--- src/rtccr_pkg.sv ---
package rtccr_pkg;

  // ==========================================================
  // Register map (byte addresses on the register bus)
  // ==========================================================
  localparam logic [3:0] CTRL_OFS = 4'h0; // Control register
  localparam logic [3:0] TIME_OFS = 4'h4; // Time of day register

  // ==========================================================
  // Control register field positions
  // ==========================================================
  localparam int TRIM_LSB = 16;  // Drift trim, 10 bits signed
  localparam int TRIM_W = 10;    // Drift trim width
  localparam int ON_BIT = 15;    // Module enable
  localparam int STOP_WHEN_IDLE_BIT = 13;  // Stop when idle
  localparam int OSEL_BIT = 7;   // Output source select
  localparam int RUN_BIT = 6;    // Timebase running, read only
  localparam int UNLK_BIT = 3;   // Write unlock flag
  localparam int SYNC_BIT = 2;   // Rollover pending, read only
  localparam int HALF_BIT = 1;   // Half second phase, read only
  localparam int OE_BIT = 0;     // Output pin enable

  // Writable bits of the control register
  // Trim 25:16, enable 15, idle stop 13, select 7, unlock 3, pin enable 0
  localparam logic [31:0] CTRL_WMASK = 32'h03FF_A089;

  // ==========================================================
  // Reset values and timing
  // ==========================================================
  localparam logic [31:0] CTRL_RST = 32'h0000_0000; // After power-on
  localparam logic [31:0] TIME_RST = 32'h0000_0000; // After power-on
  localparam int SEC_LSB = 8;    // Seconds fields in time register
  localparam int SEC_MSB = 14;   // Top of seconds fields
  localparam int HALVES_PER_MIN = 120; // Half seconds in one minute
  localparam int SYNC_TICKS = 32; // Rollover warning window, ticks

  // ==========================================================
  // Bus answers
  // ==========================================================
  localparam logic [1:0] RESP_OKAY = 2'h0;   // Normal answer
  localparam logic [1:0] RESP_SLVERR = 2'h2; // Unmapped address

endpackage

--- src/rtccr_top.sv ---
`timescale 1ns/10ps
// Overview of operation
// - Positive trim adds that many pulses per minute
// - Negative trim removes pulses, minimum removes 512
// - Enable bit writable only while unlock set
// - Stop-when-idle freezes the timebase during Idle
// - Select bit routes seconds clock or alarm
// - Output pin active only when output enabled
// - Running bit shows timebase running: enabled, source active, not frozen
// - Unlock flag sets only after system sequence
// - Half second bit cleared on seconds write
// - Control register reset by power-on only
// - Unimplemented control bits read zero always
module rtccr_top #(
  parameter int TICKS_HALF = 16384 // Timebase ticks per half second
) (
  input wire logic CLK,
  input wire logic SYS_RST,
  input wire logic WARM_RST,
  input wire logic IDLE_MODE,
  input wire logic SYS_SEQ_OPEN,
  input wire logic TB_SRC_ACTIVE,
  input wire logic TB_TICK,
  input wire logic ALARM_PULSE,
  output logic RTC_PIN,
  output logic TIMEBASE_TICK,
  input wire logic [3:0] S_AXI_AWADDR,
  input wire logic S_AXI_AWVALID,
  output logic S_AXI_AWREADY,
  input wire logic [31:0] S_AXI_WDATA,
  input wire logic [3:0] S_AXI_WSTRB,
  input wire logic S_AXI_WVALID,
  output logic S_AXI_WREADY,
  output logic [1:0] S_AXI_BRESP,
  output logic S_AXI_BVALID,
  input wire logic S_AXI_BREADY,
  input wire logic [3:0] S_AXI_ARADDR,
  input wire logic S_AXI_ARVALID,
  output logic S_AXI_ARREADY,
  output logic [31:0] S_AXI_RDATA,
  output logic [1:0] S_AXI_RRESP,
  output logic S_AXI_RVALID,
  input wire logic S_AXI_RREADY
);

  // ==========================================================
  // Declarations
  // ==========================================================
  logic [31:0] ctrl_reg;      // Stored writable control bits
  logic [31:0] time_reg;      // Time of day storage
  logic [3:0] awaddr_reg;     // Latched write address
  logic aw_full_reg;          // Write address held
  logic [31:0] wdata_reg;     // Latched write data
  logic [3:0] wstrb_reg;      // Latched byte enables
  logic w_full_reg;           // Write data held
  logic bvalid_reg;           // Write answer pending
  logic [1:0] bresp_reg;      // Write answer code
  logic rvalid_reg;           // Read answer pending
  logic [1:0] rresp_reg;      // Read answer code
  logic [31:0] rdata_reg;     // Read answer data
  logic do_write;             // Address and data both present
  logic [31:0] wmask;         // Byte enables widened to bits
  logic [31:0] ctrl_next;     // Control value after a write
  logic [31:0] ctrl_view;     // Control value as read back
  logic on_bit;               // Module enabled
  logic frozen;               // Clock gated by idle stop
  logic run;                  // Timebase advancing
  logic tick_in;              // Raw tick allowed through
  logic eff_tick;             // Tick after trim correction
  logic [9:0] add_cnt_reg;    // Pulses still to insert
  logic [9:0] sub_cnt_reg;    // Pulses still to swallow
  logic [31:0] pre_reg;       // Ticks within half second
  logic [6:0] halves_reg;     // Half seconds within minute
  logic half_reg;             // Half second phase
  logic half_wrap;            // Half second boundary
  logic min_wrap;             // Minute boundary
  logic sync_flag;            // Rollover imminent
  logic [9:0] trim;           // Signed drift trim
  logic sec_write;            // Seconds fields being written
  // Start of the warning window; a short half second is all window
  localparam int SYNC_FROM = (TICKS_HALF > rtccr_pkg::SYNC_TICKS) ?
    (TICKS_HALF - rtccr_pkg::SYNC_TICKS) : 0;

  // ==========================================================
  // Register bus write channels
  // ==========================================================
  assign S_AXI_AWREADY = ~aw_full_reg;
  assign S_AXI_WREADY = ~w_full_reg;
  assign S_AXI_BVALID = bvalid_reg;
  assign S_AXI_BRESP = bresp_reg;
  // A write proceeds once both halves are held and answer is free
  assign do_write = aw_full_reg & w_full_reg & ~bvalid_reg;

  // Latch write address; released after the write commits
  always_ff @(posedge CLK)
  begin
    if (SYS_RST | WARM_RST)
    begin
      aw_full_reg <= 1'b0;
      awaddr_reg <= 4'h0;
    end
    else if (S_AXI_AWVALID & ~aw_full_reg)
    begin
      aw_full_reg <= 1'b1;
      awaddr_reg <= S_AXI_AWADDR;
    end
    else if (do_write)
    begin
      aw_full_reg <= 1'b0;
    end
  end

  // Latch write data independently of the address
  always_ff @(posedge CLK)
  begin
    if (SYS_RST | WARM_RST)
    begin
      w_full_reg <= 1'b0;
      wdata_reg <= 32'h0000_0000;
      wstrb_reg <= 4'h0;
    end
    else if (S_AXI_WVALID & ~w_full_reg)
    begin
      w_full_reg <= 1'b1;
      wdata_reg <= S_AXI_WDATA;
      wstrb_reg <= S_AXI_WSTRB;
    end
    else if (do_write)
    begin
      w_full_reg <= 1'b0;
    end
  end

  // Write answer; unmapped addresses get a slave error
  always_ff @(posedge CLK)
  begin
    if (SYS_RST | WARM_RST)
    begin
      bvalid_reg <= 1'b0;
      bresp_reg <= rtccr_pkg::RESP_OKAY;
    end
    else if (do_write)
    begin
      bvalid_reg <= 1'b1;
      if ((awaddr_reg == rtccr_pkg::CTRL_OFS) |
          (awaddr_reg == rtccr_pkg::TIME_OFS))
        bresp_reg <= rtccr_pkg::RESP_OKAY;
      else
        bresp_reg <= rtccr_pkg::RESP_SLVERR;
    end
    else if (S_AXI_BREADY)
    begin
      bvalid_reg <= 1'b0;
    end
  end

  // ==========================================================
  // Control register write path
  // ==========================================================
  // Widen byte enables into a bit mask
  always_comb
  begin
    wmask = {{8{wstrb_reg[3]}}, {8{wstrb_reg[2]}},
             {8{wstrb_reg[1]}}, {8{wstrb_reg[0]}}};
  end

  // Merge a write into the stored bits, honouring locks
  always_comb
  begin
    ctrl_next = (ctrl_reg & ~(wmask & rtccr_pkg::CTRL_WMASK)) |
                (wdata_reg & wmask & rtccr_pkg::CTRL_WMASK);
    // Enable keeps its old value unless already unlocked
    if (~ctrl_reg[rtccr_pkg::UNLK_BIT])
      ctrl_next[rtccr_pkg::ON_BIT] = ctrl_reg[rtccr_pkg::ON_BIT];
    // Unlock may always be cleared, set only with sequence open
    if (~SYS_SEQ_OPEN & ~ctrl_reg[rtccr_pkg::UNLK_BIT])
      ctrl_next[rtccr_pkg::UNLK_BIT] = 1'b0;
  end

  // Control store: only power-on reset clears it, warm reset not
  always_ff @(posedge CLK)
  begin
    if (SYS_RST)
      ctrl_reg <= rtccr_pkg::CTRL_RST;
    else if (do_write & (awaddr_reg == rtccr_pkg::CTRL_OFS))
      ctrl_reg <= ctrl_next;
  end

  // Time register storage, plain read-write word
  always_ff @(posedge CLK)
  begin
    if (SYS_RST)
      time_reg <= rtccr_pkg::TIME_RST;
    else if (do_write & (awaddr_reg == rtccr_pkg::TIME_OFS))
      time_reg <= (time_reg & ~wmask) | (wdata_reg & wmask);
  end

  // Seconds fields sit in byte lane 1 of the time register
  assign sec_write = do_write & (awaddr_reg == rtccr_pkg::TIME_OFS) &
                     wstrb_reg[rtccr_pkg::SEC_MSB / 8];

  // ==========================================================
  // Register bus read channel
  // ==========================================================
  assign S_AXI_ARREADY = ~rvalid_reg;
  assign S_AXI_RVALID = rvalid_reg;
  assign S_AXI_RDATA = rdata_reg;
  assign S_AXI_RRESP = rresp_reg;

  // Read view: stored bits plus live status, gaps read zero
  always_comb
  begin
    ctrl_view = ctrl_reg & rtccr_pkg::CTRL_WMASK;
    ctrl_view[rtccr_pkg::RUN_BIT] = run;
    ctrl_view[rtccr_pkg::SYNC_BIT] = sync_flag;
    ctrl_view[rtccr_pkg::HALF_BIT] = half_reg;
  end

  // One read at a time; data registered with the answer
  always_ff @(posedge CLK)
  begin
    if (SYS_RST | WARM_RST)
    begin
      rvalid_reg <= 1'b0;
      rdata_reg <= 32'h0000_0000;
      rresp_reg <= rtccr_pkg::RESP_OKAY;
    end
    else if (S_AXI_ARVALID & ~rvalid_reg)
    begin
      rvalid_reg <= 1'b1;
      unique case (S_AXI_ARADDR)
        rtccr_pkg::CTRL_OFS:
        begin
          rdata_reg <= ctrl_view;
          rresp_reg <= rtccr_pkg::RESP_OKAY;
        end
        rtccr_pkg::TIME_OFS:
        begin
          rdata_reg <= time_reg;
          rresp_reg <= rtccr_pkg::RESP_OKAY;
        end
        default:
        begin
          rdata_reg <= 32'h0000_0000;
          rresp_reg <= rtccr_pkg::RESP_SLVERR;
        end
      endcase
    end
    else if (S_AXI_RREADY)
    begin
      rvalid_reg <= 1'b0;
    end
  end

  // ==========================================================
  // Run control
  // ==========================================================
  assign on_bit = ctrl_reg[rtccr_pkg::ON_BIT];
  // Idle stop models the gated bus clock by freezing the timebase
  assign frozen = IDLE_MODE & ctrl_reg[rtccr_pkg::STOP_WHEN_IDLE_BIT];
  assign run = on_bit & ~frozen & TB_SRC_ACTIVE;
  assign tick_in = TB_TICK & run;
  assign trim = ctrl_reg[rtccr_pkg::TRIM_LSB +: rtccr_pkg::TRIM_W];

  // ==========================================================
  // Drift trim
  // ==========================================================
  // Swallow a real tick while removal pending; insert a tick in a
  // quiet cycle while addition pending. Inserted ticks need idle
  // cycles between real ticks, which the fast bus clock provides.
  always_comb
  begin
    if (tick_in)
      eff_tick = (sub_cnt_reg == 10'h000);
    else
      eff_tick = run & (add_cnt_reg != 10'h000);
  end

  // Load correction once per minute, then pay it off tick by tick
  always_ff @(posedge CLK)
  begin
    if (SYS_RST | WARM_RST | ~on_bit)
    begin
      add_cnt_reg <= 10'h000;
      sub_cnt_reg <= 10'h000;
    end
    else if (min_wrap)
    begin
      if (trim[rtccr_pkg::TRIM_W - 1])
      begin
        add_cnt_reg <= 10'h000;
        sub_cnt_reg <= 10'(-trim);
      end
      else
      begin
        add_cnt_reg <= trim;
        sub_cnt_reg <= 10'h000;
      end
    end
    else
    begin
      if (tick_in & (sub_cnt_reg != 10'h000))
        sub_cnt_reg <= sub_cnt_reg - 10'h001;
      if (~tick_in & run & (add_cnt_reg != 10'h000))
        add_cnt_reg <= add_cnt_reg - 10'h001;
    end
  end

  // ==========================================================
  // Half second and minute timebase
  // ==========================================================
  assign half_wrap = eff_tick & (pre_reg == 32'(TICKS_HALF - 1));
  assign min_wrap = half_wrap &
    (halves_reg == 7'(rtccr_pkg::HALVES_PER_MIN - 1));
  // Warn software shortly before the time fields roll over
  assign sync_flag = run &
    (pre_reg >= 32'(SYNC_FROM));

  // Tick prescaler up to one half second
  always_ff @(posedge CLK)
  begin
    if (SYS_RST | WARM_RST | ~on_bit)
      pre_reg <= 32'h0000_0000;
    else if (half_wrap)
      pre_reg <= 32'h0000_0000;
    else if (eff_tick)
      pre_reg <= pre_reg + 32'h0000_0001;
  end

  // Half second counter marking each minute
  always_ff @(posedge CLK)
  begin
    if (SYS_RST | WARM_RST | ~on_bit)
      halves_reg <= 7'h00;
    else if (min_wrap)
      halves_reg <= 7'h00;
    else if (half_wrap)
      halves_reg <= halves_reg + 7'h01;
  end

  // Half second phase; a seconds write restarts the phase
  always_ff @(posedge CLK)
  begin
    if (SYS_RST | WARM_RST)
      half_reg <= 1'b0;
    else if (sec_write)
      half_reg <= 1'b0;
    else if (half_wrap)
      half_reg <= ~half_reg;
  end

  // ==========================================================
  // Output pin
  // ==========================================================
  // Registered so the pin never glitches on select changes
  always_ff @(posedge CLK)
  begin
    if (SYS_RST)
      RTC_PIN <= 1'b0;
    else if (~ctrl_reg[rtccr_pkg::OE_BIT])
      RTC_PIN <= 1'b0;
    else if (ctrl_reg[rtccr_pkg::OSEL_BIT])
      RTC_PIN <= half_reg;
    else
      RTC_PIN <= ALARM_PULSE;
  end

  // Corrected tick for the time and date counters outside
  always_ff @(posedge CLK)
  begin
    if (SYS_RST | WARM_RST)
      TIMEBASE_TICK <= 1'b0;
    else
      TIMEBASE_TICK <= eff_tick;
  end

endmodule

--- config.mk ---
export PLATFORM = sky130hd
export DESIGN_NAME = rtccr_top
export DESIGN_NICKNAME = d
export VERILOG_FILES = /design/src/rtccr_pkg.sv /design/src/rtccr_top.sv
export SDC_FILE = /design/constraint.sdc
export NUM_CORES = 1
export LEC_CHECK = 0
export BUFFER_PORTS_ARGS = -buffer_cell sky130_fd_sc_hd__buf_2
export CELL_PAD_IN_SITES_DETAIL_PLACEMENT = 1
export CELL_PAD_IN_SITES_GLOBAL_PLACEMENT = 1
export CORE_MARGIN = 2
export CORE_UTILIZATION = 43
export CTS_BUF_LIST = sky130_fd_sc_hd__clkbuf_16
export CTS_CLUSTER_DIAMETER = 30
export DETAILED_ROUTE_END_ITERATION = 7
export MAX_ROUTING_LAYER = met4
export PLACE_DENSITY = 0.77
export RECOVER_POWER = 25
export REMOVE_ABC_BUFFERS = 1
export SYNTH_ARGS = -nofsm -noshare
export SYNTH_HDL_FRONTEND = slang
export SYNTH_SLANG_ARGS = --single-unit
--- constraint.sdc ---
create_clock -name CLK -period 2.4 [get_ports CLK]
set_input_delay 0.12 -clock CLK [delete_from_list [all_inputs] [get_ports CLK]]
set_output_delay 0.12 -clock CLK [all_outputs]
set_load 0.1 [all_outputs]
======== Word-level counts from Yosys, hierarchy flattened ========
Cells that the tools add are included.
storage, ports and cells
  output and inout bits ................... 43
  flip-flop bits (word level) ............. 206
  logic and storage cells ................. 107
  input port bits ......................... 57
operators by class
  add/sub/neg operators ................... 5
  equality and inequality tests ........... 4
  $lt $le $gt $ge ......................... 1
  muxes and demuxes ....................... 19
  reduce and logical (&&, ||, !) cells .... 17
  bitwise logic cells ..................... 41
operators with widths
  kind                                                                  number
  AND 32 bit                                                            3
  one-hot mux 32 bit (2 select lines)                                   1
  2-to-1 mux 10 bit                                                     5
  adder 32 x 1 -> 32 bit (second input constant)                        1
  == test 32 x 14 -> 1 bit (second input constant)                      1
  greater-or-equal comparator 32 x 14 -> 1 bit (second input constant)  1
  NOT 26 -> 32 bit                                                      1
  NOT 32 bit                                                            1
  bitwise OR 32 x 26 -> 32 bit                                          1
  bitwise OR 32 bit                                                     1
  AND 1 bit                                                             20
  nonzero test 10 bit                                                   2
  subtractor 10 x 1 -> 10 bit (second input constant)                   2
  nonzero test 2 bit                                                    6
  NOT 1 bit                                                             11
  logical NOT 10 bit                                                    1
  2-to-1 mux 1 bit                                                      10
  negator 10 bit                                                        1
  OR reduction 2 bit                                                    5
  2-to-1 mux 9 bit                                                      1
  == test 4 x 3 -> 1 bit (second input constant)                        2
  logical NOT 4 bit                                                     2
  adder 7 x 1 -> 7 bit (second input constant)                          1
  == test 7 bit (second input constant)                                 1
  3 further kinds                                                       6

======== Depth between registers and ports, before layout ========
Gate-level depths: netlist of run 1.
  depth after elaboration ................. 10
  mapped depth ............................ 10

======== Worst setup path before layout of run 1 ========
Ideal clock, no wire load.
  path kind ............................... reg-to-reg
  start point ............................. reg rvalid_reg, in the netlist S_AXI_RVALID
  end point ............................... reg rdata_reg[26], in the netlist S_AXI_RDATA[26]
  clock period less this slack ............ 2896 ps
  slack ................................... -496 ps
  data arrival time ....................... 2768 ps
  stages on the path, launching flop included .. 9
  required time ........................... 2272 ps
  cell sequence ........................... dfxtp_1 inv_1 nand2_1 nor2_1 and2_1 clkbuf_1 clkbuf_1 a22oi_1 nor2_1
on the way
  word-level cells in the longest chain between the ends .. 2
RTL lines
  element                 RTL line          source
  from (decl)             rtccr_top.sv:58   logic rvalid_reg;
  from (signal assigned)  rtccr_top.sv:224  rvalid_reg <= 1'b0;
  from (signal assigned)  rtccr_top.sv:230  rvalid_reg <= 1'b1;
  from (signal assigned)  rtccr_top.sv:251  rvalid_reg <= 1'b0;
  NOT 1 bit               n/a
  net S_AXI_ARREADY       rtccr_top.sv:39   output logic S_AXI_ARREADY,
  AND 1 bit               rtccr_top.sv:228  else if (S_AXI_ARVALID & ~rvalid_reg)
  to (signal assigned)    rtccr_top.sv:234  rdata_reg <= ctrl_view;
  to (signal assigned)    rtccr_top.sv:239  rdata_reg <= time_reg;
  to (decl)               rtccr_top.sv:60   logic [31:0] rdata_reg;
The timed path passes the listed nets, and every way through them passes these cells.
A chain may end at the register's enable or synchronous reset.

======== Final worst setup path of run 1 ========
  start point ............................. reg sub_cnt_reg[0]
  end point ............................... reg sub_cnt_reg[2]
on the way
  word-level cells in the longest chain between the ends .. 5
  elaborated cells between the ends (all ways) .. 10
  those cells by class .................... add/sub (1); mux (3); bitwise (3); reduce/logical (3)
RTL lines
  element                                                              RTL line          source
  from (decl)                                                          rtccr_top.sv:71   logic [9:0] sub_cnt_reg;
  from (signal assigned)                                               rtccr_top.sv:292  sub_cnt_reg <= 10'(-trim);
  from (signal assigned)                                               rtccr_top.sv:303  sub_cnt_reg <= sub_cnt_reg - 10'h001;
  branches (longest 5 deep; another with subtractor 10 x 1 -> 10 bit)  n/a
Several ways; the timed one is not identified. The select of a mux whose other input is x is not followed.

==> results of run 1 <==
[logic make-up after synthesis]
| group | after synthesis | synth area share, % |
|---|---|---|
| other | 1 | 0.04666 |
| multiplexers | 26 | 3.238 |
| flip-flops | 187 | 46.58 |
| adder cells (fa/ha/maj) | 7 | 1.090 |
| XOR/XNOR | 53 | 5.775 |
| AO/OA/AOI/OAI | 162 | 11.61 |
| buffers and inverters | 78 | 3.985 |
| AND/OR/NAND/NOR | 459 | 27.68 |
[worst paths after layout]
kind / from / to / slack [ns] / depth (start not counted)
hold reg to reg: register / register / 0.46 / 2
setup / recovery: sub_cnt_reg[0]$_SDFFE_PP0P_ / sub_cnt_reg[2]$_SDFFE_PP0P_ / 0.18 / 9
setup reg to reg: sub_cnt_reg[0]$_SDFFE_PP0P_ / sub_cnt_reg[2]$_SDFFE_PP0P_ / 0.18 / 9
hold / removal: ALARM_PULSE / RTC_PIN$_SDFF_PP0_ / 0.02 / 3
[metal layers]
layer	track usage, %	routed length [um]	vias up	share of wire, %
met3	4.450	838	27	3.6
met2	41.82	11670	138	50
met5	-	0	-	0
met1	31.46	10680	3624	45
li1	-	-	3619	-
met4	7.421	354	0	1.5
[area by class of cell]
type / count / share of cell area [%]
timing repair buffer: 173 / 11.56
clock inverter: 15 / 1.635
tap: 234 / 2.989
sequential: 187 / 38.22
clock buffer: 17 / 4.343
inverter: 14 / 0.5365
multi-input combinational: 709 / 40.71
[report_power, final]
part,switching (mW),internal [mW]
Combinational,0.206,0.126
Clock,1.33,1.48
Sequential,0.0227,3.12
[repair_timing]
action,4_1_cts,5_1_grt
hold buffers,44,0
setup endpoints to repair,0,25
resized for setup,0,3
hold endpoints to repair,44,0
[tightest hold or removal path, stage by stage]
cell	delay [ns]
sky130_fd_sc_hd__buf_2	0.10
sky130_fd_sc_hd__mux2i_1	0.11
sky130_fd_sc_hd__nor3b_1	0.07
[cell usage in the layout, fill, tap and decap left out, drive strengths merged, types with 15 or more instances in the layout]
master and n:
clkbuf 53, mux2i 26, xor2 30, dfxtp 187
xnor2 23, nor4 20, inv 22, nand2 159
a22oi 15, nor3 34, nand4 22, nand3 74
nor2 97, a21oi 116, buf 93, dlygate4sd3 44
[per-stage QoR]
stage | hold WS [ns] | cells | setup TNS, ns | worst slack, ns
finish | 0.01671 | 1349 | 0 | 0.1770
global route | 0.01939 | 1349 | 0 | 0.008232
global placement | 0.3557 | 1273 | 0 | 0.2387
detailed placement | 0.3682 | 1273 | 0 | 0.1320
floorplan | 0.1891 | 910 | -41.47 | -1.255
CTS | 0.0004874 | 1349 | 0 | 0.1258
==> metrics list, run 1 <==
* Status: complete, no violations
- Max transition margin: between 10% and 20%
* Area Overhead vs Synth: 21.86%
* Data arrival time at the worst-slack endpoint: roughly 2.6 ns
* Setup fix buffers added after clock tree synthesis: 0
* CTS tree: built
* Number of hold violations in the final report: 0
* Area occupied by registers: 3744 um^2
- Initial Util: between 40% and 50%
* Number of distinct library cells after synthesis: 55
- The first global-routing pass estimated around 39 mm of wire.
- Vias in the first global route: about 7700
* Maximum clock frequency: 449.8 MHz
- The final number of max-transition violations is 0.
* Critical path startpoint category: register
- The H-tree generated during clock tree synthesis spans 4 levels.
* Post-route ant nets: 0
* DRC errors left: 0
- Highest ir drop seen on vdd: approximately 0.00047 V
- Max-capacitance violation count: 0
- Biggest fanout along the worst timing path: 5
- Detailed routing inserted a total of approximately 7400 vias.
- Walking the worst path, the cells encountered are inv_1 > ha_1 > nor3b_2 > buf_4 > and3_1 > nor2_1 > nand2_1 > xor2_1 > a211oi_1.
- Global routing used 25.14% of the available tracks across all layers.
- After floorplanning, the core was divided into 50 placement rows.
* CP top delay family: simple AND/OR/NAND/NOR gates
- Floorplan core area: 18520 um^2
- Wire length per cell: ~17 um
- Measured along the y axis, the die boundary spans approximately 140 um.
* Clock root buffer master: sky130_fd_sc_hd__clkbuf_16
- Standard cell area after detailed placement: approximately 8800 um^2
- The floorplan step defined a die boundary enclosing 19800 um^2.
- Antenna violations before repair: 0
- Ys flop type: sky130_fd_sc_hd__dfxtp_1
- For this run, the slowest stage of the critical path takes about 0.39 ns.
- Seq cells post-synth: ~190
- Footprint of the multi-input gates: 3988 um^2
* Ys async rst share: 0%
- After the last flow step, the layout net total stands at around 1200.
- Synthesis produced a netlist whose cell count is just under 1000.
- For this run the aggregate overflow at the end of global routing stands at 0.
- Share of synthesized area occupied by flip-flops and latches: a little under half
- For this run, the number of Yosys warnings is 0.
* Detailed placement HPWL: around 16 mm
- Total Power Consumption: 6.286 mW
- The detailed router finished its first iteration with a little under 400 violations.
- Sorting the synthesized cells by area gives the leading types as sky130_fd_sc_hd__dfxtp_1 47%, sky130_fd_sc_hd__nand2_1 7.4%, sky130_fd_sc_hd__a21oi_1 7.2%.
* Number of buffers inserted during clock tree synthesis: 17
- The analysis attributes to cell leakage a power of ~3.6 nW.
- Slowest-stage cell, CP: sky130_fd_sc_hd__dfxtp_1
* Final instance area: ~9800 um^2
- Clock input transition at the sequential cells of the worst setup and hold paths: about 0.070 ns
- The congestion estimate from routability-driven global placement came to 0.8459.
- The clock passes through at most 2 buffers.
- Fill cell count: between 2000 and 2500
- The later pin in the worst-skew pair is clocked with a latency of approximately 0.44 ns.
* Most instantiated library cell after synthesis: sky130_fd_sc_hd__dfxtp_1
* Post-synthesis average cell area: between 8 and 9 um^2
- In this run the horizontal extent of the chip is 140.7 um.
- Largest area contributor in the synthesized netlist: sky130_fd_sc_hd__dfxtp_1
- Detailed-router iteration count before antenna repair: 4
- Summed over all layers, the routed wires come to around 24 mm.
* Total standard cell area after synthesis: around 8000 um^2
- Data required time of the worst path: between 2 and 3 ns
* Post-Route Skew: approximately 0.015 ns
- Top cells by instance count after synthesis: 187 x sky130_fd_sc_hd__dfxtp_1, 158 x sky130_fd_sc_hd__nand2_1, 116 x sky130_fd_sc_hd__a21oi_1, 97 x sky130_fd_sc_hd__nor2_1, 73 x sky130_fd_sc_hd__nand3_1
- Classification of the worst setup path: register to register
* Diodes inserted: 0
* Post-synth EDFFs: 0
- Number of failing setup endpoints in the final timing report: 0
* Port buffer count: 97
- Of the available clock period, the critical path in the final layout requires about 93%.
- Total power divided by cell area: ~640 nW/um^2
- Fraction of the core area covered by cells at the end of the flow: 52.89%
* Post-synth top area share: 46.58%
- In the final layout, the share of cells above drive strength 1 is 13.00%.
- Routed via count divided by cell count: 5.491
- Entering global routing, the biggest net connects 52 pins.
- Critical Path End Type: register
- Slew at the pin closest to its max-slew limit: about 1.2 ns
- Time the worst path needs with I/O delays and setup: between 2 and 2.5 ns
* Clock sink count: ~190
* Worst hold-check path type: input port to register
* Count of pins on the block boundary: 100
- RSZ-0062 raised after global routing: false
- Count of buffer and inverter cells on the critical path: 2
Power figures use the tool's default switching activity.
==> inputs of run 2 (changes only) <==
BUFFER_PORTS_ARGS = -buffer_cell sky130_fd_sc_hd__buf_4   (was -buffer_cell sky130_fd_sc_hd__buf_2)
HOLD_SLACK_MARGIN = 0.08   (was default)
clock period = 2.1 ns   (was 2.4 ns; I/O delays follow)
==> metrics list, run 2 (synthesis results as in run 1) <==
* Status: complete, no violations
- Standard cell area after detailed placement: 9305 um^2 (+5.5%)
* Critical Path End Type: register
* Height of the die: 140.7 um (unchanged)
- The maximum number of pins on one net before global-route repair was 57 (+9.6%).
* Commonest cells after routing, fill and taps aside: 185 x sky130_fd_sc_hd__dfxtp_1, 157 x sky130_fd_sc_hd__nand2_1, 117 x sky130_fd_sc_hd__buf_4
- The maximum net fanout on the critical path is 10 (+5).
- DRC errors left: 0 (unchanged)
- The effective utilization at floorplan was 43.41% (unchanged).
- Final instance area: 10480 um^2 (+6.9%)
* Vias in the first global route: 8050 (+4.1%)
- Final clock period utilization by the worst path: 99.78% (+7.2 points)
* Leak Pwr: 3.872 nW (+8.9%)
- The number of violations reported at the end of detailed-routing iteration 0 is 409 (+6.0%).
* Floorplan core area: 18520 um^2 (unchanged)
* Clk_lat worst skew: 0.44 ns (about the same)
- The post-route non-filler standard cell count came to 1390 (+3.0%).
- Worst hold-check path type: input port to register
* CTS tree: built
- Classification of the worst setup path: register to register
- The total power after layout was 7.408 mW (+18%).
- The number of diodes added for antenna fixing came to 0 (unchanged).
- Post-route ant nets: 0 (unchanged)
- The global-route total usage across every layer came to 27.11% (+2.0 points).
* Detailed placement HPWL: 16.34 mm (+3.2%)
- Count of pins on the block boundary: 100 (unchanged)
* RSZ-0062 raised after global routing: true
- The data required time of the critical path is 2.42 ns (-0.31 ns).
- Count of pins over their slew limit: 0 (unchanged)
* Critical path startpoint category: register
- Die width: 140.7 um (unchanged)
- Global-route wire length before repair: 41.78 mm (+7.7%)
- Number of hold violations in the final report: 0 (unchanged)
- Max transition margin: 20.76% (+2.7 points)
- Clock sink count: 187 (unchanged)
- Highest ir drop seen on vdd: 0.0005855 V (+25%)
- Clock input transition at the sequential cells of the worst setup and hold paths: 0.07 ns (about the same)
- Final GP Congestion: 0.8181 (-3.3%)
* Die area: 19800 um^2 (unchanged)
- Sum of overflow across all layers after global routing: 0 (unchanged)
- The number of inserted filler cells in the final layout came to 2174 (-4.3%).
- The power density relative to cell area came to 707.2 nW/um^2 (+10%).
* Number of placement rows: 50 (unchanged)
- Antenna violations before repair: 0 (unchanged)
- Number of buffers inserted during clock tree synthesis: 17 (unchanged)
- The minimum clock period after layout was 2.095 ns (-0.1276 ns).
- Port buffer count: 97 (unchanged)
- The detail-routed net length per standard cell is 18.87 um (+8.1%).
- The library cell used most frequently in the layout, excluding fill and tap cells, is sky130_fd_sc_hd__dfxtp_1.
- H-tree Lvls: 4 (unchanged)
* Total Negative Setup Slacks: 0 ns (unchanged)
- Data arrival time at the worst-slack endpoint: 2.41 ns (-0.15 ns)
- The count of vias placed by the detailed router came to 7833 (+5.7%).
* Clock root buffer master: sky130_fd_sc_hd__clkbuf_16
* Slew at the pin closest to its max-slew limit: 1.194 ns (-0.04013 ns)
* Share of cells above drive strength 1: 18.25% (+5.2 points)
- The number of cells after detailed placement is 1300 (+2.1%).
* Max-capacitance violation count: 0 (unchanged)
* Detailed-router iteration count before antenna repair: 5 (+1)
- The per-cell via count in the routed design came to 5.635 (+2.6%).
* Maximum clock frequency: 477.2 MHz (+6.1%)
* Worst-case clock buffer depth: 2 (unchanged)
* Nets: 1207 (+3.5%)
- From synthesis to final layout, the design area changed by 30.32%.
* Number of failing setup endpoints in the final timing report: 0 (unchanged)
- The final setup skew came to 0.01146 ns (-0.003501 ns).
- The wire length after detailed routing is 26.23 mm (+11%).
-- run 2: cell count changes in the layout (fill, tap and decap cells not counted), sizes merged --
cell,delta
buf,+32
dlygate4sd3,+5
clkbuf,+4
clkinvlp,+1
inv,-1
-- run 2: report_power, final --
group	switching [mW]	internal, mW	total [mW]
registers	0.0277	3.57	3.60
clock network	1.65	1.73	3.38
logic	0.254	0.179	0.433
total	1.93	5.48	7.41
-- run 2: area by class of cell --
| cell class | instances | area (um^2) | area share (%) |
|---|---|---|---|
| multi-input combinational | 709 | 4104 | 39.18 |
| sequential | 187 | 3746 | 35.76 |
| timing repair buffer | 214 | 1660 | 15.85 |
| clock buffer | 17 | 425.4 | 4.061 |
| tap | 234 | 292.8 | 2.795 |
| clock inverter | 15 | 193.9 | 1.851 |
| inverter | 14 | 52.55 | 0.5017 |
-- run 2: metrics by stage --
step | worst slack (ns) | hold slack [ns] | util (%)
after global placement | 0.06009 | 0.3405 | 50.25
after global routing | -0.05037 | 0.1260 | 56.57
after floorplan | -1.555 | 0.1741 | -
after CTS | 0.01532 | 0.09611 | 56.49
final | 0.004578 | 0.1233 | 56.57
after detailed placement | -0.1180 | 0.3511 | 50.25
-- run 2: final timing paths --
kind                                                  start                           to  slack (ns)  cells past startpoint
worst max-delay path            add_cnt_reg[5]$_SDFFE_PP0P_  sub_cnt_reg[0]$_SDFFE_PP0P_       0.005                      8
worst max register to register  add_cnt_reg[5]$_SDFFE_PP0P_  sub_cnt_reg[0]$_SDFFE_PP0P_       0.005                      8
worst min-delay path                                SYS_RST        half_reg$_SDFFE_PP0P_        0.12                      3
worst min register to register                     register                     register        0.46                      2
-- run 2: per-layer routing --
layer	track usage (%)	share of wire [%]	vias up	wire length (um)
met4	6.684	1.5	0	397
met5	-	0	-	0
met3	4.993	4.0	41	1037
met1	32.69	43	3876	11230
li1	-	-	3707	-
met2	47.06	52	209	13560
-- run 2: what timing repair did --
item                                    in CTS  in global routing
endpoints found under the setup margin      42                 95
pin swaps                                    1                  7
hold buffers                                49                  0
buffers inserted                             2                  7
endpoints found under the hold margin       48                  0
resized for setup                            3                 26
-- run 2: worst max-delay path: stages (launching register included) --
cell and delay [ns]:
sky130_fd_sc_hd__dfxtp_1 0.36, sky130_fd_sc_hd__nor4_2 0.32, sky130_fd_sc_hd__and4b_2 0.35, sky130_fd_sc_hd__o22ai_4 0.11
sky130_fd_sc_hd__buf_6 0.15, sky130_fd_sc_hd__and2_1 0.14, sky130_fd_sc_hd__buf_4 0.17, sky130_fd_sc_hd__nor3_1 0.26
sky130_fd_sc_hd__nor3_1 0.11
==> inputs of run 3 (changes only) <==
BUFFER_PORTS_ARGS = default   (was -buffer_cell sky130_fd_sc_hd__buf_4)
CORE_UTILIZATION = 47   (was 43)
DONT_BUFFER_PORTS = 1   (was default)
==> metrics list, run 3 (synthesis results as in run 1) <==
* Status: complete, but fails checks
- Violations in the final reports: setup timing
- The number of cells on the worst reg-to-reg path came to 8 (unchanged).
* Drt total wl: 28.61 mm (+9.1%)
* Floorplan core area: 16640 um^2 (-10%)
* Final instance area: 10130 um^2 (-3.3%)
- Nets: 1148 (-4.9%)
- RSZ-0062 raised after global routing: true
- Leak Pwr: 3.643 nW (-5.9%)
- The minimum clock period after layout is 2.113 ns (+0.01750 ns).
- The number of violations reported at the end of detailed-routing iteration 0 is 598 (+46%).
- Clock input transition at the sequential cells of the worst setup and hold paths: 0.08 ns (about the same)
- Clk_lat worst skew: 0.45 ns (about the same)
* R2r endpoint: sub_cnt_reg[8]$_SDFFE_PP0P_
- Highest ir drop seen on vdd: 0.0006791 V (+16%)
* Port buffer count: 0 (-100%)
* Total power divided by cell area: 732.6 nW/um^2 (+3.6%)
- Global-route layer with the greatest usage: met2
* Worst-case clock buffer depth: 2 (unchanged)
* Max-capacitance violation count: 0 (unchanged)
* Detailed placement HPWL: 16.03 mm (-1.9%)
- The slack of the worst reg-to-reg path came to -0.01 ns (-0.02 ns).
- HP Start: S_AXI_AWVALID
- The width of the die was 134.8 um (-4.2%).
- The headroom to the max-slew limit was 20.64% (-0.12 points).
- The worst setup path is of the register to register kind.
* Leading cell type in the layout, fill and taps excluded: sky130_fd_sc_hd__dfxtp_1
- TritonCTS built the clock tree.
- The total clock buffers created by CTS is 17 (unchanged).
- The number of detailed-route iterations in the first pass came to 5 (unchanged).
- The final weighted congestion in routability-driven placement is 0.9001 (+10%).
- DRC errors left: 0 (unchanged)
- Number of placement rows: 47 (-6.0%)
- The worst path arrival time was 2.43 ns (+0.02 ns).
* Launch point of the worst reg-to-reg path: halves_reg[0]$_SDFFE_PP0P_
- The via count of the first global-routing pass was 8156 (+1.3%).
- The number of levels in the clock H-tree is 4 (unchanged).
- Final Worst Setup Slack: -0.01292 ns (-0.01750 ns)
- The detail-routed net length per standard cell is 21.73 um (+15%).
* Met1 usage: 36.71% (+4.0 points)
- The final global-route overflow total was 0 (unchanged).
- Total track usage: 31.82% (+4.7 points)
- Post-route ant nets: 0 (unchanged)
- For hold timing, the worst endpoint is awaddr_reg[3]$_SDFFE_PP0P_.
* Area occupied by registers: 3751 um^2 (+0.13%)
- Maximum clock frequency: 473.3 MHz (-0.83%)
* Biggest fanout along the worst timing path: 19 (+9)
* Clock sink count: 187 (unchanged)
- Area Overhead vs Synth: 26.01%
- Vias: 7813 (-0.26%)
- The final core utilization came to 60.86% (+4.3 points).
* Diodes inserted: 0 (unchanged)
- The data required time of the critical path came to 2.42 ns (about the same).
- Share of cells above drive strength 1: 15.86% (-2.4 points)
* Standard cell area after detailed placement: 8742 um^2 (-6.1%)
- The top-level port count was 100 (unchanged).
- Count of pins over their slew limit: 0 (unchanged)
- Critical path startpoint category: register
- Total Power Consumption: 7.420 mW (+0.16%)
- Source of the critical timing path: halves_reg[0]$_SDFFE_PP0P_
* Worst hold-check path type: input port to register
- Worst slack on hold paths: 0.1015 ns (-0.02183 ns)
- The slew of the pin with the lowest slew margin was 1.196 ns (+0.001869 ns).
* Die area: 18160 um^2 (-8.3%)
- The die extent in y was 134.8 um (-4.2%).
- The final worst-path cycle share is 100.6% (+0.83 points).
* Antenna violations before repair: 0 (unchanged)
- The tree is rooted in a sky130_fd_sc_hd__clkbuf_16.
* Cell count after placement: 1215 (-6.5%)
- Met2 usage in global routing: 54.29% (+7.2 points)
- Number of hold violations in the final report: 0 (unchanged)
* Routed via count divided by cell count: 5.932 (+5.3%)
* Non-filler instance count after layout: 1317 (-5.3%)
* Post-Route Skew: 0.01208 ns (+0.0006184 ns)
- Global Route met3 Usage: 6.044% (+1.1 points)
- The worst setup path is captured at a register.
- The maximum number of pins on one net before global-route repair is 68 (+19%).
- Footprint of the multi-input gates: 4174 um^2 (+1.7%)
- Commonest cells after routing, fill and taps aside: 181 x sky130_fd_sc_hd__dfxtp_1, 151 x sky130_fd_sc_hd__nand2_1, 111 x sky130_fd_sc_hd__a21oi_1
- Fill cell count: 1929 (-11%)
- The effective utilization at floorplan is 48.30% (+4.9 points).
* Number of failing setup endpoints in the final timing report: 1 (+1)
* Worst hold stages: 3 (unchanged)
- Global-route wire length before repair: 44.03 mm (+5.4%)
## run 3: worst max-delay path, cell delays in order, from the launching register on
cell                       delay, ns
sky130_fd_sc_hd__dfxtp_1        0.41
sky130_fd_sc_hd__ha_4           0.18
sky130_fd_sc_hd__and3_1         0.20
sky130_fd_sc_hd__nand4b_1       0.17
sky130_fd_sc_hd__buf_4          0.19
sky130_fd_sc_hd__nor4_4         0.21
sky130_fd_sc_hd__nand2_4        0.21
sky130_fd_sc_hd__a211oi_1       0.32
sky130_fd_sc_hd__nor3_1         0.08
## run 3: worst max path at each step
stage / slack [ns] / endpoint
2_1_floorplan: -1.55 / S_AXI_RDATA[2]$_SDFFE_PP0P_
3_3_place_gp: 0.006 / pre_reg[5]$_SDFFE_PP0P_
3_5_place_dp: -0.11 / pre_reg[5]$_SDFFE_PP0P_
4_1_cts: 0.01 / halves_reg[6]$_SDFFE_PP0P_
5_1_grt: -0.15 / sub_cnt_reg[8]$_SDFFE_PP0P_
6_report: -0.01 / sub_cnt_reg[8]$_SDFFE_PP0P_
## run 3: routing by layer
layer	part of all wire (%)	routed length (um)
met2	52	14740
met4	3.6	1032
met1	40	11430
met3	4.9	1405
met5	0	0
## run 3: final cells by class
class	count	area share (%)
clock inverter	15	2.001
clock buffer	17	4.200
multi-input combinational	710	41.21
inverter	14	0.5188
sequential	187	37.04
tap	220	2.718
timing repair buffer	154	12.32
## run 3: timing repair
action / in CTS / in global routing
resized for setup: 9 / 46
gates cloned: 0 / 1
hold endpoints to repair: 111 / 0
setup endpoints to repair: 43 / 103
pin swaps: 1 / 11
buffers inserted: 1 / 9
hold buffers: 59 / 0
## run 3: stage by stage
step / worst slack (ns) / TNS, ns
5_1_grt: -0.1466 / -0.3094
3_3_place_gp: 0.005564 / 0
3_5_place_dp: -0.1098 / -0.2973
2_1_floorplan: -1.555 / -76.65
4_1_cts: 0.01261 / 0
6_report: -0.01292 / -0.01292
## run 3: where the power goes
part / switching, mW / internal, mW
Clock: 1.63 / 1.83
Combinational: 0.231 / 0.127
Sequential: 0.0321 / 3.57
